$ cat src/hdl/ulpim_pkg.sv
// Purpose: Shared constants for the ULPI mode pin-map and termination block.
// Assumes: AXI4-Lite register access with 32-bit data, byte addresses.
// Notes: Every offset and field position, and the control register reset value, used by the logic lives here.
package ulpim_pkg;

   // ****************************************************************
   // Register map (byte addresses)
   // ****************************************************************
   localparam logic [7:0] ULPIM_ADDR_CTRL = 8'h00;
   localparam logic [7:0] ULPIM_ADDR_INT_EN = 8'h04;
   localparam logic [7:0] ULPIM_ADDR_INT_LATCH = 8'h08;
   localparam logic [7:0] ULPIM_ADDR_STATUS = 8'h0c;

   // ****************************************************************
   // Control register field positions
   // ****************************************************************
   localparam int ULPIM_CTRL_XCVR_LSB = 0;
   localparam int ULPIM_CTRL_TERM = 2;
   localparam int ULPIM_CTRL_OPMODE_LSB = 3;
   localparam int ULPIM_CTRL_DP_PD = 5;
   localparam int ULPIM_CTRL_DM_PD = 6;
   localparam int ULPIM_CTRL_SERIAL = 7;
   localparam int ULPIM_CTRL_KEEP_CLK = 8;
   localparam int ULPIM_CTRL_ENTER_LP = 9;

   // Power-up setting: XCVRSELECT 01b, TERMSELECT 0b, OPMODE 00b, both pull-downs on.
   localparam logic [8:0] ULPIM_CTRL_RESET = 9'h061;

   // ****************************************************************
   // Status register field positions
   // ****************************************************************
   localparam int ULPIM_STAT_STATE_LSB = 0;
   localparam int ULPIM_STAT_RES_LSB = 3;
   localparam int ULPIM_STAT_LINE_LSB = 7;
   localparam int ULPIM_STAT_INT = 9;

   // ****************************************************************
   // Encodings
   // ****************************************************************
   localparam logic [1:0] ULPIM_OPMODE_TRISTATE = 2'h1;
   localparam logic [1:0] ULPIM_XCVR_HS = 2'h0;
   localparam logic [1:0] ULPIM_RESP_OKAY = 2'h0;
   localparam logic [1:0] ULPIM_RESP_SLVERR = 2'h2;

   typedef enum logic [2:0] {
      ULPIM_ST_SYNC = 3'h1,
      ULPIM_ST_LOWPWR = 3'h2,
      ULPIM_ST_SERIAL = 3'h4
   } ulpim_state_t;

endpackage

$ cat src/hdl/ulpim_term_decode.sv
// Purpose: Decode the signalling-state bits into the four line-resistor enables.
// Assumes: Inputs are the programmed register fields, stable in the clock domain.
// Notes: Purely combinational; the caller registers the results.
`timescale 1ns/1ps
module ulpim_term_decode (
   input wire logic [1:0] xcvrselect,
   input wire logic termselect,
   input wire logic [1:0] opmode,
   input wire logic dplus_pulldown_request,
   input wire logic dminus_pulldown_request,
   output logic dplus_pullup_enable,
   output logic dplus_pulldown_enable,
   output logic dminus_pulldown_enable,
   output logic highspeed_termination_enable
);
   import ulpim_pkg::*;

   logic live;

   // The tri-state code overrides every other field, so it gates all four enables.
   assign live = (opmode != ULPIM_OPMODE_TRISTATE);
   assign dplus_pullup_enable = live & termselect & ~dplus_pulldown_request;
   assign dplus_pulldown_enable = live & dplus_pulldown_request;
   assign dminus_pulldown_enable = live & dminus_pulldown_request;
   assign highspeed_termination_enable = live & (xcvrselect == ULPIM_XCVR_HS)
      & ~termselect;
endmodule

$ cat src/hdl/ulpim_mode_top.sv
// Purpose: PHY-side ULPI low-power and 3-pin serial pin mapping, interrupt pin,
//    wake-up event and line-resistor control, configured over AXI4-Lite.
// Assumes: One 100 MHz clock; synchronous active-low reset; pin and analog
//    inputs arrive asynchronously.
// Notes: Line-state and received serial data reach the data pins without a
//    register, so data_out is the one combinational output.
//
// Operation
// - Send wake status if interrupt change persists.
// - Low power: pins 0,1 carry raw line state.
// - Low power: pin 2 driven low.
// - Pin 3 is active-high interrupt in both modes.
// - Stop exits serial mode to normal bus.
// - Serial mode: pin 0 is link transmit enable.
// - Serial mode: pin 1 differential data, direction by enable.
// - Serial mode: pin 2 single-ended zero, direction by enable.
// - Tri-state opmode forces all resistor enables off.
// - Pull-up when termselect set and no DP pull-down.
// - DP pull-down follows its request bit.
// - DM pull-down follows its request bit.
// - HS terminations when high-speed and termselect clear.
// - Direction held high in low-power and serial modes.
//
// Added by the designer: the AXI4-Lite interface to the registers and the register addresses.
`timescale 1ns/1ps
module ulpim_mode_top #(
   parameter int NUM_INT = 4
) (
   input wire logic aclk,
   input wire logic aresetn,
   input wire logic [7:0] s_axi_awaddr,
   input wire logic s_axi_awvalid,
   output logic s_axi_awready,
   input wire logic [31:0] s_axi_wdata,
   input wire logic [3:0] s_axi_wstrb,
   input wire logic s_axi_wvalid,
   output logic s_axi_wready,
   output logic [1:0] s_axi_bresp,
   output logic s_axi_bvalid,
   input wire logic s_axi_bready,
   input wire logic [7:0] s_axi_araddr,
   input wire logic s_axi_arvalid,
   output logic s_axi_arready,
   output logic [31:0] s_axi_rdata,
   output logic [1:0] s_axi_rresp,
   output logic s_axi_rvalid,
   input wire logic s_axi_rready,
   input wire logic stop_in,
   output logic dir_out,
   input wire logic [3:0] data_in,
   output logic [3:0] data_out,
   output logic [3:0] data_oe_n,
   input wire logic [1:0] line_state,
   input wire logic rx_differential,
   input wire logic rx_se0,
   output logic tx_enable,
   output logic serial_differential_bit,
   output logic tx_se0,
   input wire logic [NUM_INT-1:0] int_source,
   output logic rxcmd_request,
   output logic output_clock_enable,
   output logic dplus_pullup_enable,
   output logic dplus_pulldown_enable,
   output logic dminus_pulldown_enable,
   output logic highspeed_termination_enable
);
   import ulpim_pkg::*;

   // ****************************************************************
   // Input synchronisers
   // ****************************************************************
   logic [6+NUM_INT:0] meta_q;
   logic [6+NUM_INT:0] sync_q;
   logic stop_s;
   logic [3:0] data_s;
   logic [1:0] line_s;
   logic [NUM_INT-1:0] src_s;

   // Two flops each for stop, data pins, line state and sources; only sync_q is used by the logic.
   always_ff @(posedge aclk) begin
      if (!aresetn) begin
         meta_q <= '0;
         sync_q <= '0;
      end else begin
         meta_q <= {int_source, line_state, data_in, stop_in};
         sync_q <= meta_q;
      end
   end
   assign stop_s = sync_q[0];
   assign data_s = sync_q[4:1];
   assign line_s = sync_q[6:5];
   assign src_s = sync_q[6+NUM_INT:7];

   // ****************************************************************
   // Register state and AXI4-Lite slave
   // ****************************************************************
   logic [8:0] ctrl_q, ctrl_d;
   logic [NUM_INT-1:0] int_en_q, int_en_d;
   logic [NUM_INT-1:0] latch_q, latch_d;
   logic [NUM_INT-1:0] prev_q, prev_d;
   logic [NUM_INT-1:0] snap_q, snap_d;
   logic aw_held_q, aw_held_d, w_held_q, w_held_d;
   logic [7:0] awaddr_q, awaddr_d;
   logic [31:0] wdata_q, wdata_d;
   logic [3:0] wstrb_q, wstrb_d;
   logic awready_q, awready_d, wready_q, wready_d;
   logic bvalid_q, bvalid_d, arready_q, arready_d, rvalid_q, rvalid_d;
   logic [1:0] bresp_q, bresp_d, rresp_q, rresp_d;
   logic [31:0] rdata_q, rdata_d;
   logic enter_lp_d;
   ulpim_state_t state_q, state_d;
   logic dir_q, dir_d, rxcmd_q, rxcmd_d, clken_q, clken_d;
   logic [3:0] oe_n_q, oe_n_d;
   logic tx_en_q, tx_en_d, tx_dat_q, tx_dat_d, tx_se0_q, tx_se0_d;
   logic int_q, int_d;
   logic [3:0] res_q, res_d;
   logic [3:0] res_w;
   logic [31:0] status_w;

   // Read view of the block's own state.
   always_comb begin
      status_w = '0;
      status_w[ULPIM_STAT_STATE_LSB +: 3] = state_q;
      status_w[ULPIM_STAT_RES_LSB +: 4] = res_q;
      status_w[ULPIM_STAT_LINE_LSB +: 2] = line_s;
      status_w[ULPIM_STAT_INT] = int_q;
   end

   // Bus handshakes, register writes and interrupt latching.
   always_comb begin
      aw_held_d = aw_held_q;
      w_held_d = w_held_q;
      awaddr_d = awaddr_q;
      wdata_d = wdata_q;
      wstrb_d = wstrb_q;
      bvalid_d = bvalid_q;
      bresp_d = bresp_q;
      arready_d = arready_q;
      rvalid_d = rvalid_q;
      rresp_d = rresp_q;
      rdata_d = rdata_q;
      ctrl_d = ctrl_q;
      int_en_d = int_en_q;
      enter_lp_d = 1'b0;
      prev_d = src_s;
      latch_d = latch_q;
      // Address and data are taken independently, in either order.
      if (s_axi_awvalid && awready_q) begin
         aw_held_d = 1'b1;
         awaddr_d = s_axi_awaddr;
      end
      if (s_axi_wvalid && wready_q) begin
         w_held_d = 1'b1;
         wdata_d = s_axi_wdata;
         wstrb_d = s_axi_wstrb;
      end
      if (bvalid_q && s_axi_bready) begin
         bvalid_d = 1'b0;
      end
      // Write commits once both halves are held and no response is pending.
      if (aw_held_q && w_held_q && !bvalid_q) begin
         aw_held_d = 1'b0;
         w_held_d = 1'b0;
         bvalid_d = 1'b1;
         bresp_d = ULPIM_RESP_OKAY;
         case (awaddr_q)
            ULPIM_ADDR_CTRL: begin
               if (wstrb_q[0]) begin
                  ctrl_d[7:0] = wdata_q[7:0];
               end
               if (wstrb_q[1]) begin
                  ctrl_d[ULPIM_CTRL_KEEP_CLK] = wdata_q[ULPIM_CTRL_KEEP_CLK];
                  enter_lp_d = wdata_q[ULPIM_CTRL_ENTER_LP];
               end
            end
            ULPIM_ADDR_INT_EN: begin
               if (wstrb_q[0]) begin
                  int_en_d = wdata_q[NUM_INT-1:0];
               end
            end
            ULPIM_ADDR_INT_LATCH: begin
               if (wstrb_q[0]) begin
                  latch_d = latch_q & ~wdata_q[NUM_INT-1:0];
               end
            end
            ULPIM_ADDR_STATUS: begin
            end
            default: begin
               bresp_d = ULPIM_RESP_SLVERR;
            end
         endcase
      end
      // A new source edge wins over a clear in the same cycle.
      latch_d = latch_d | (src_s & ~prev_q);
      // Serial select drops when stop takes the bus back.
      if (state_q == ULPIM_ST_SERIAL && stop_s) begin
         ctrl_d[ULPIM_CTRL_SERIAL] = 1'b0;
      end
      // Read channel: one outstanding read, answered the cycle after acceptance.
      if (s_axi_arvalid && arready_q) begin
         arready_d = 1'b0;
         rvalid_d = 1'b1;
         rresp_d = ULPIM_RESP_OKAY;
         case (s_axi_araddr)
            ULPIM_ADDR_CTRL: rdata_d = {23'h000000, ctrl_q};
            ULPIM_ADDR_INT_EN: rdata_d = {{(32-NUM_INT){1'b0}}, int_en_q};
            ULPIM_ADDR_INT_LATCH: rdata_d = {{(32-NUM_INT){1'b0}}, latch_q};
            ULPIM_ADDR_STATUS: rdata_d = status_w;
            default: begin
               rdata_d = '0;
               rresp_d = ULPIM_RESP_SLVERR;
            end
         endcase
      end else if (rvalid_q && s_axi_rready) begin
         rvalid_d = 1'b0;
         arready_d = 1'b1;
      end
      awready_d = !aw_held_d;
      wready_d = !w_held_d;
   end

   always_ff @(posedge aclk) begin
      if (!aresetn) begin
         aw_held_q <= 1'b0;
         w_held_q <= 1'b0;
         awaddr_q <= '0;
         wdata_q <= '0;
         wstrb_q <= '0;
         awready_q <= 1'b0;
         wready_q <= 1'b0;
         bvalid_q <= 1'b0;
         bresp_q <= ULPIM_RESP_OKAY;
         arready_q <= 1'b0;
         rvalid_q <= 1'b0;
         rresp_q <= ULPIM_RESP_OKAY;
         rdata_q <= '0;
         ctrl_q <= ULPIM_CTRL_RESET;
         int_en_q <= '0;
         latch_q <= '0;
         prev_q <= '0;
      end else begin
         aw_held_q <= aw_held_d;
         w_held_q <= w_held_d;
         awaddr_q <= awaddr_d;
         wdata_q <= wdata_d;
         wstrb_q <= wstrb_d;
         awready_q <= awready_d;
         wready_q <= wready_d;
         bvalid_q <= bvalid_d;
         bresp_q <= bresp_d;
         arready_q <= (arready_d || (!arready_q && !rvalid_q && !rvalid_d));
         rvalid_q <= rvalid_d;
         rresp_q <= rresp_d;
         rdata_q <= rdata_d;
         ctrl_q <= ctrl_d;
         int_en_q <= int_en_d;
         latch_q <= latch_d;
         prev_q <= prev_d;
      end
   end

   // ****************************************************************
   // Mode state machine and pin mapping
   // ****************************************************************
   ulpim_term_decode u_decode (
      .xcvrselect(ctrl_q[ULPIM_CTRL_XCVR_LSB +: 2]),
      .termselect(ctrl_q[ULPIM_CTRL_TERM]),
      .opmode(ctrl_q[ULPIM_CTRL_OPMODE_LSB +: 2]),
      .dplus_pulldown_request(ctrl_q[ULPIM_CTRL_DP_PD]),
      .dminus_pulldown_request(ctrl_q[ULPIM_CTRL_DM_PD]),
      .dplus_pullup_enable(res_w[0]),
      .dplus_pulldown_enable(res_w[1]),
      .dminus_pulldown_enable(res_w[2]),
      .highspeed_termination_enable(res_w[3])
   );

   // Mode transitions; the link is trusted to run the clock before waking.
   always_comb begin
      state_d = state_q;
      snap_d = snap_q;
      rxcmd_d = 1'b0;
      case (state_q)
         ULPIM_ST_SYNC: begin
            if (enter_lp_d) begin
               state_d = ULPIM_ST_LOWPWR;
               snap_d = src_s;
            end else if (ctrl_q[ULPIM_CTRL_SERIAL]) begin
               state_d = ULPIM_ST_SERIAL;
            end
         end
         ULPIM_ST_LOWPWR: begin
            // Wake by stop; report only changes that still differ from entry.
            if (stop_s) begin
               state_d = ULPIM_ST_SYNC;
               rxcmd_d = |((src_s ^ snap_q) & int_en_q);
            end
         end
         ULPIM_ST_SERIAL: begin
            if (stop_s) begin
               state_d = ULPIM_ST_SYNC;
            end
         end
         default: begin
            state_d = ULPIM_ST_SYNC;
         end
      endcase
      dir_d = (state_d != ULPIM_ST_SYNC);
      clken_d = (state_d == ULPIM_ST_SYNC)
         || ((state_d == ULPIM_ST_SERIAL) && ctrl_q[ULPIM_CTRL_KEEP_CLK]);
      int_d = |(latch_d & int_en_q);
      res_d = res_w;
      tx_en_d = (state_q == ULPIM_ST_SERIAL) && data_s[0];
      tx_dat_d = tx_en_d && data_s[1];
      tx_se0_d = tx_en_d && data_s[2];
      // Active-low enables; bit 0 stays released in serial mode as link input.
      case (state_d)
         ULPIM_ST_LOWPWR: oe_n_d = 4'h0;
         ULPIM_ST_SERIAL: oe_n_d = data_s[0] ? 4'h7 : 4'h1;
         default: oe_n_d = 4'hf;
      endcase
   end

   always_ff @(posedge aclk) begin
      if (!aresetn) begin
         state_q <= ULPIM_ST_SYNC;
         snap_q <= '0;
         rxcmd_q <= 1'b0;
         dir_q <= 1'b0;
         clken_q <= 1'b1;
         int_q <= 1'b0;
         res_q <= '0;
         tx_en_q <= 1'b0;
         tx_dat_q <= 1'b0;
         tx_se0_q <= 1'b0;
         oe_n_q <= 4'hf;
      end else begin
         state_q <= state_d;
         snap_q <= snap_d;
         rxcmd_q <= rxcmd_d;
         dir_q <= dir_d;
         clken_q <= clken_d;
         int_q <= int_d;
         res_q <= res_d;
         tx_en_q <= tx_en_d;
         tx_dat_q <= tx_dat_d;
         tx_se0_q <= tx_se0_d;
         oe_n_q <= oe_n_d;
      end
   end

   // Received line values bypass every register so the link sees them at once.
   always_comb begin
      data_out = 4'h0;
      if (state_q == ULPIM_ST_LOWPWR) begin
         data_out = {int_q, 1'b0, line_state};
      end else if (state_q == ULPIM_ST_SERIAL) begin
         data_out = {int_q, rx_se0, rx_differential, 1'b0};
      end
   end

   assign data_oe_n = oe_n_q;
   assign dir_out = dir_q;
   assign rxcmd_request = rxcmd_q;
   assign output_clock_enable = clken_q;
   assign tx_enable = tx_en_q;
   assign serial_differential_bit = tx_dat_q;
   assign tx_se0 = tx_se0_q;
   assign dplus_pullup_enable = res_q[0];
   assign dplus_pulldown_enable = res_q[1];
   assign dminus_pulldown_enable = res_q[2];
   assign highspeed_termination_enable = res_q[3];
   assign s_axi_awready = awready_q;
   assign s_axi_wready = wready_q;
   assign s_axi_bvalid = bvalid_q;
   assign s_axi_bresp = bresp_q;
   assign s_axi_arready = arready_q;
   assign s_axi_rvalid = rvalid_q;
   assign s_axi_rresp = rresp_q;
   assign s_axi_rdata = rdata_q;
endmodule

$ cat config.mk
export PLATFORM = sky130hd
export DESIGN_NAME = ulpim_mode_top
export DESIGN_NICKNAME = d
export VERILOG_FILES = /design/src/hdl/ulpim_pkg.sv /design/src/hdl/ulpim_term_decode.sv /design/src/hdl/ulpim_mode_top.sv
export SDC_FILE = /design/constraint.sdc
export NUM_CORES = 1
export LEC_CHECK = 0
export ABC_CLOCK_PERIOD_IN_PS = 2300
export BUFFER_PORTS_ARGS = -buffer_cell sky130_fd_sc_hd__buf_2
export CORE_ASPECT_RATIO = 0.7
export CORE_MARGIN = 3
export CORE_UTILIZATION = 50
export DETAILED_ROUTE_END_ITERATION = 10
export GPL_TIMING_DRIVEN = 0
export HOLD_SLACK_MARGIN = 0.05
export PLACE_DENSITY = 0.79
export SLEW_MARGIN = 30
export SYNTH_ARGS = -nofsm -noshare
export SYNTH_HDL_FRONTEND = slang
export SYNTH_SLANG_ARGS = --single-unit
export TNS_END_PERCENT = 10
$ cat constraint.sdc
create_clock -name aclk -period 2.3 [get_ports aclk]
set_input_delay 0.46 -clock aclk [delete_from_list [all_inputs] [get_ports aclk]]
set_output_delay 0.46 -clock aclk [all_outputs]
set_load 0.01 [all_outputs]
==> summary.txt <==
Outcome
  – Outcome: finished, final reports clean

Power
  – Clock power share: 0.314
  – Leakage: 2.20 nW
  – Seq pwr share: 0.582
  – NetSw: ~830 µW
  – Internal power: approximately 2.4 mW
  – Logic pwr share: 0.104
  – Switching Fraction: 0.260
  – Pwr/cell area: 683 mW/mm²
  – Max rail drop VDD: about 0.00038 V

Clocking
  – Clock Sinks: about 100
  – Post-CTS Setup Inserts: 0
  – Worst-skew pair later-pin latency: about 370 ps
  – CTS H-tree depth: 3
  – Post-CTS resize count: 0
  – Hold Buf Count CTS: 0
  – Clock buffer depth: 2
  – CTS tree: done
  – CTS Root Cell: clkbuf_8
  – TritonCTS buffer count: 9
  – Clk slew on worst S/H paths: ~100 ps

Setup path
  – Req. time, crit path: approximately 1800 ps
  – Setup CP Type: reg2out
  – Startpoint types: register
  – Critical path arrival: about 1600 ps
  – CP Max Fanout: 7
  – CP endpoint kind: primary output

Drt
  – TritonRoute pass-1 iters: 5
  – Vias per inst: about 4.9
  – Post-Route WL: 8.46 mm
  – # DRC: 0
  – Antenna-violating nets left: 0
  – Drt wl/cell: roughly 13 µm
  – First-iteration detailed-routing DRC count: approximately 220
  – Vias: about 3.1k

Yosys
  – Top post-synthesis cells by area: dfxtp_1 52%, nand2_1 5.6%, buf_4 4.8%
  – Yosys top cell area share: 0.518
  – Synth Area in Simple Gates: 0.206
  – Synth cell count leaders: 101 x dfxtp_1, 58 x nand2_1, 32 x a21oi_1
  – Cell with the most instances after synthesis: dfxtp_1
  – Synth Flop Type: dfxtp_1
  – Adder-Cell Fraction of Synth Area: 0
  – Multiplexer area fraction after synthesis: 0.0666
  – Register area share after synthesis: 0.518
  – Async set-reset flop share out of synthesis: 0
  – Average cell area after synthesis: ~9.3 µm²
  – Seq cells post-synth: approximately 100
  – Post-Syn Area: a little under 0.004 mm²
  – Main combinational cell family by area after synthesis: simple AND/OR/NAND/NOR gates
  – Cell taking the most area after synthesis: dfxtp_1
  – XOR/XNOR share of the synthesized area: 0.0112
  – Compound-Gate Fraction of Synth Area: 0.113
  – Post-synthesis cell type count: between 40 and 50
  – Post-synth EDFFs: 0
  – Cells after synthesis: approximately 420
  – Yosys warns: 0

Placement
  – Final HPWL DP: 6.55 mm
  – GPL Wtd Cong: approximately 0.86
  – Buffers on Ports: 79
  – Placed inst area: ~0.0045 mm²

GRT
  – Remaining global-route overflow: 0
  – Initial antenna violation count: 0
  – First-pass GRT wire length: about 14 mm
  – Total routing usage reported by global routing: 0.194
  – Vias in the first global route: about 2.9k
  – Largest net degree at the start of global routing: 18

Die
  – Chip height: 79.9 µm
  – Starting Density: 0.524
  – Core ar.: 0.00745 mm²
  – DIE WIDTH: 112 µm
  – Die area: 0.00892 mm²
  – I/O pins: roughly 130
  – Row cnt: 26

Timing
  – Hold_ws: 298 ps
  – Final hold violation count: 0
  – Setup_tns: 0 ps
  – Max-slew violation count: 0
  – Slew @ Worst Pin: about 600 ps
  – Setup Skew: between 8 and 9 ps
  – RSZ-0062 raised after global routing: false
  – Tmin final: about 2000 ps
  – Fmax: between 400 and 500 MHz
  – Tcrit/Tclk final: 0.892
  – Slew HR: 0.599
  – Final setup viols: 0

Finish
  – Share of cells above drive strength 1: 0.242
  – Post-route cell area: approximately 0.0047 mm²
  – Register area: 0.00202 mm²
  – Diode count: 0
  – Synthesis-to-finish area growth: 20.2%
  – Final core utilization: 0.630
  – Layout Nets: around 600
  – Multi-input gate area: between 0.0015 and 0.002 mm²
  – Fill cell count: 653

Run
  – Max-cap viol count: 0

Min path
  – Hold Crit Class: in2reg
-- flip-flops by register name (all words and copies together) (netlist names), 2 cells and up --
| register | cells |
|---|---|
| wdata_q | 10 |
| latch_q | 4 |
| sync_q | 10 |
| meta_q | 10 |
| int_en_q | 4 |
| data_oe_n | 3 |
| snap_q | 4 |
| s_axi_rdata | 10 |
| awaddr_q | 8 |
| state_q | 3 |
| prev_q | 4 |
| wstrb_q | 2 |
| res_q | 4 |
| ctrl_q | 9 |
-- worst paths after layout --
check,start,end,slack (ps),depth (start not counted)
setup reg to reg,awaddr_q[4]$_SDFFE_PN0P_,snap_q[1]$_SDFFE_PN0P_,400,5
hold reg to reg,meta_q[1]$_SDFF_PN0_,sync_q[1]$_SDFF_PN0_,430,1
setup / recovery,state_q[1]$_SDFF_PN0_,data_out[0],250,3
hold / removal,stop_in,meta_q[0]$_SDFF_PN0_,300,2
-- cell type report --
cell class	count	share of cell area
Buffer	43	0.0552
Tap cell	98	0.0261
Timing Repair Buffer	79	0.0843
Multi-Input combinational cell	279	0.350
Inverter	19	0.0152
Sequential cell	101	0.431
Clock inverter	6	0.0107
Clock buffer	10	0.0272
-- routing by layer --
layer  track usage  part of all wire
met5             0                 0
met4        0.0608             0.011
met3        0.0515             0.078
met2         0.303              0.45
met1         0.265              0.46
-- power groups by stage --
stage / Combinational, mW / Clock [mW] / Sequential [mW]
2_1_floorplan: 0.210 / 0 / 1.91
5_1_grt: 0.377 / 1.09 / 1.88
4_1_cts: 0.333 / 1.03 / 1.86
3_5_place_dp: 0.331 / 0 / 1.90
6_report: 0.334 / 1.01 / 1.86
3_3_place_gp: 0.325 / 0 / 1.90
-- kinds of logic (layout without fill, tap and decap cells) --
| logic type | count (synthesis) | in the layout |
|---|---|---|
| simple gates | 156 | 156 |
| compound gates | 73 | 73 |
| xor+xnor | 5 | 5 |
| mux | 21 | 21 |
| buf+inv | 62 | 157 |
| flops | 101 | 101 |
| other cells | 1 | 24 |
-- cells in the final DEF (no fill, tap or decap), types with 4 or more instances in the layout --
| cell type | netlist | routed |
|---|---|---|
| clkbuf_8 | 0 | 9 |
| mux4_2 | 4 | 4 |
| mux2i_1 | 17 | 17 |
| and2_1 | 26 | 26 |
| buf_2 | 3 | 82 |
| nand4_1 | 5 | 5 |
| clkinv_4 | 0 | 4 |
| conb_1 | 1 | 24 |
| a22oi_1 | 7 | 7 |
| clkbuf_1 | 15 | 16 |
| nand3_1 | 11 | 11 |
| o21a_1 | 6 | 6 |
| buf_4 | 25 | 25 |
| o21ai_0 | 15 | 15 |
| dfxtp_1 | 101 | 101 |
| a21boi_0 | 4 | 4 |
| nand2b_1 | 4 | 4 |
| inv_1 | 17 | 17 |
| nor3b_1 | 5 | 4 |
| nor2b_1 | 8 | 8 |
| xor2_1 | 5 | 5 |
| nand2_1 | 58 | 58 |
| nor2_1 | 24 | 24 |
| a21oi_1 | 32 | 32 |
-- through the flow --
stage	setup slack [ps]	cells	total power, mW
floorplan	635	442	2.12
global placement	355	619	2.23
detailed placement	295	619	2.24
CTS	39.5	635	3.22
global route	39.8	635	3.34
finish	248	635	3.21
-- critical path, cell delays in order (launching register included) --
cell	delay, ps
dfxtp_1	470
nor3b_1	430
and2_1	200
buf_2	130
Note: power is estimated with default switching activity, not from simulation.
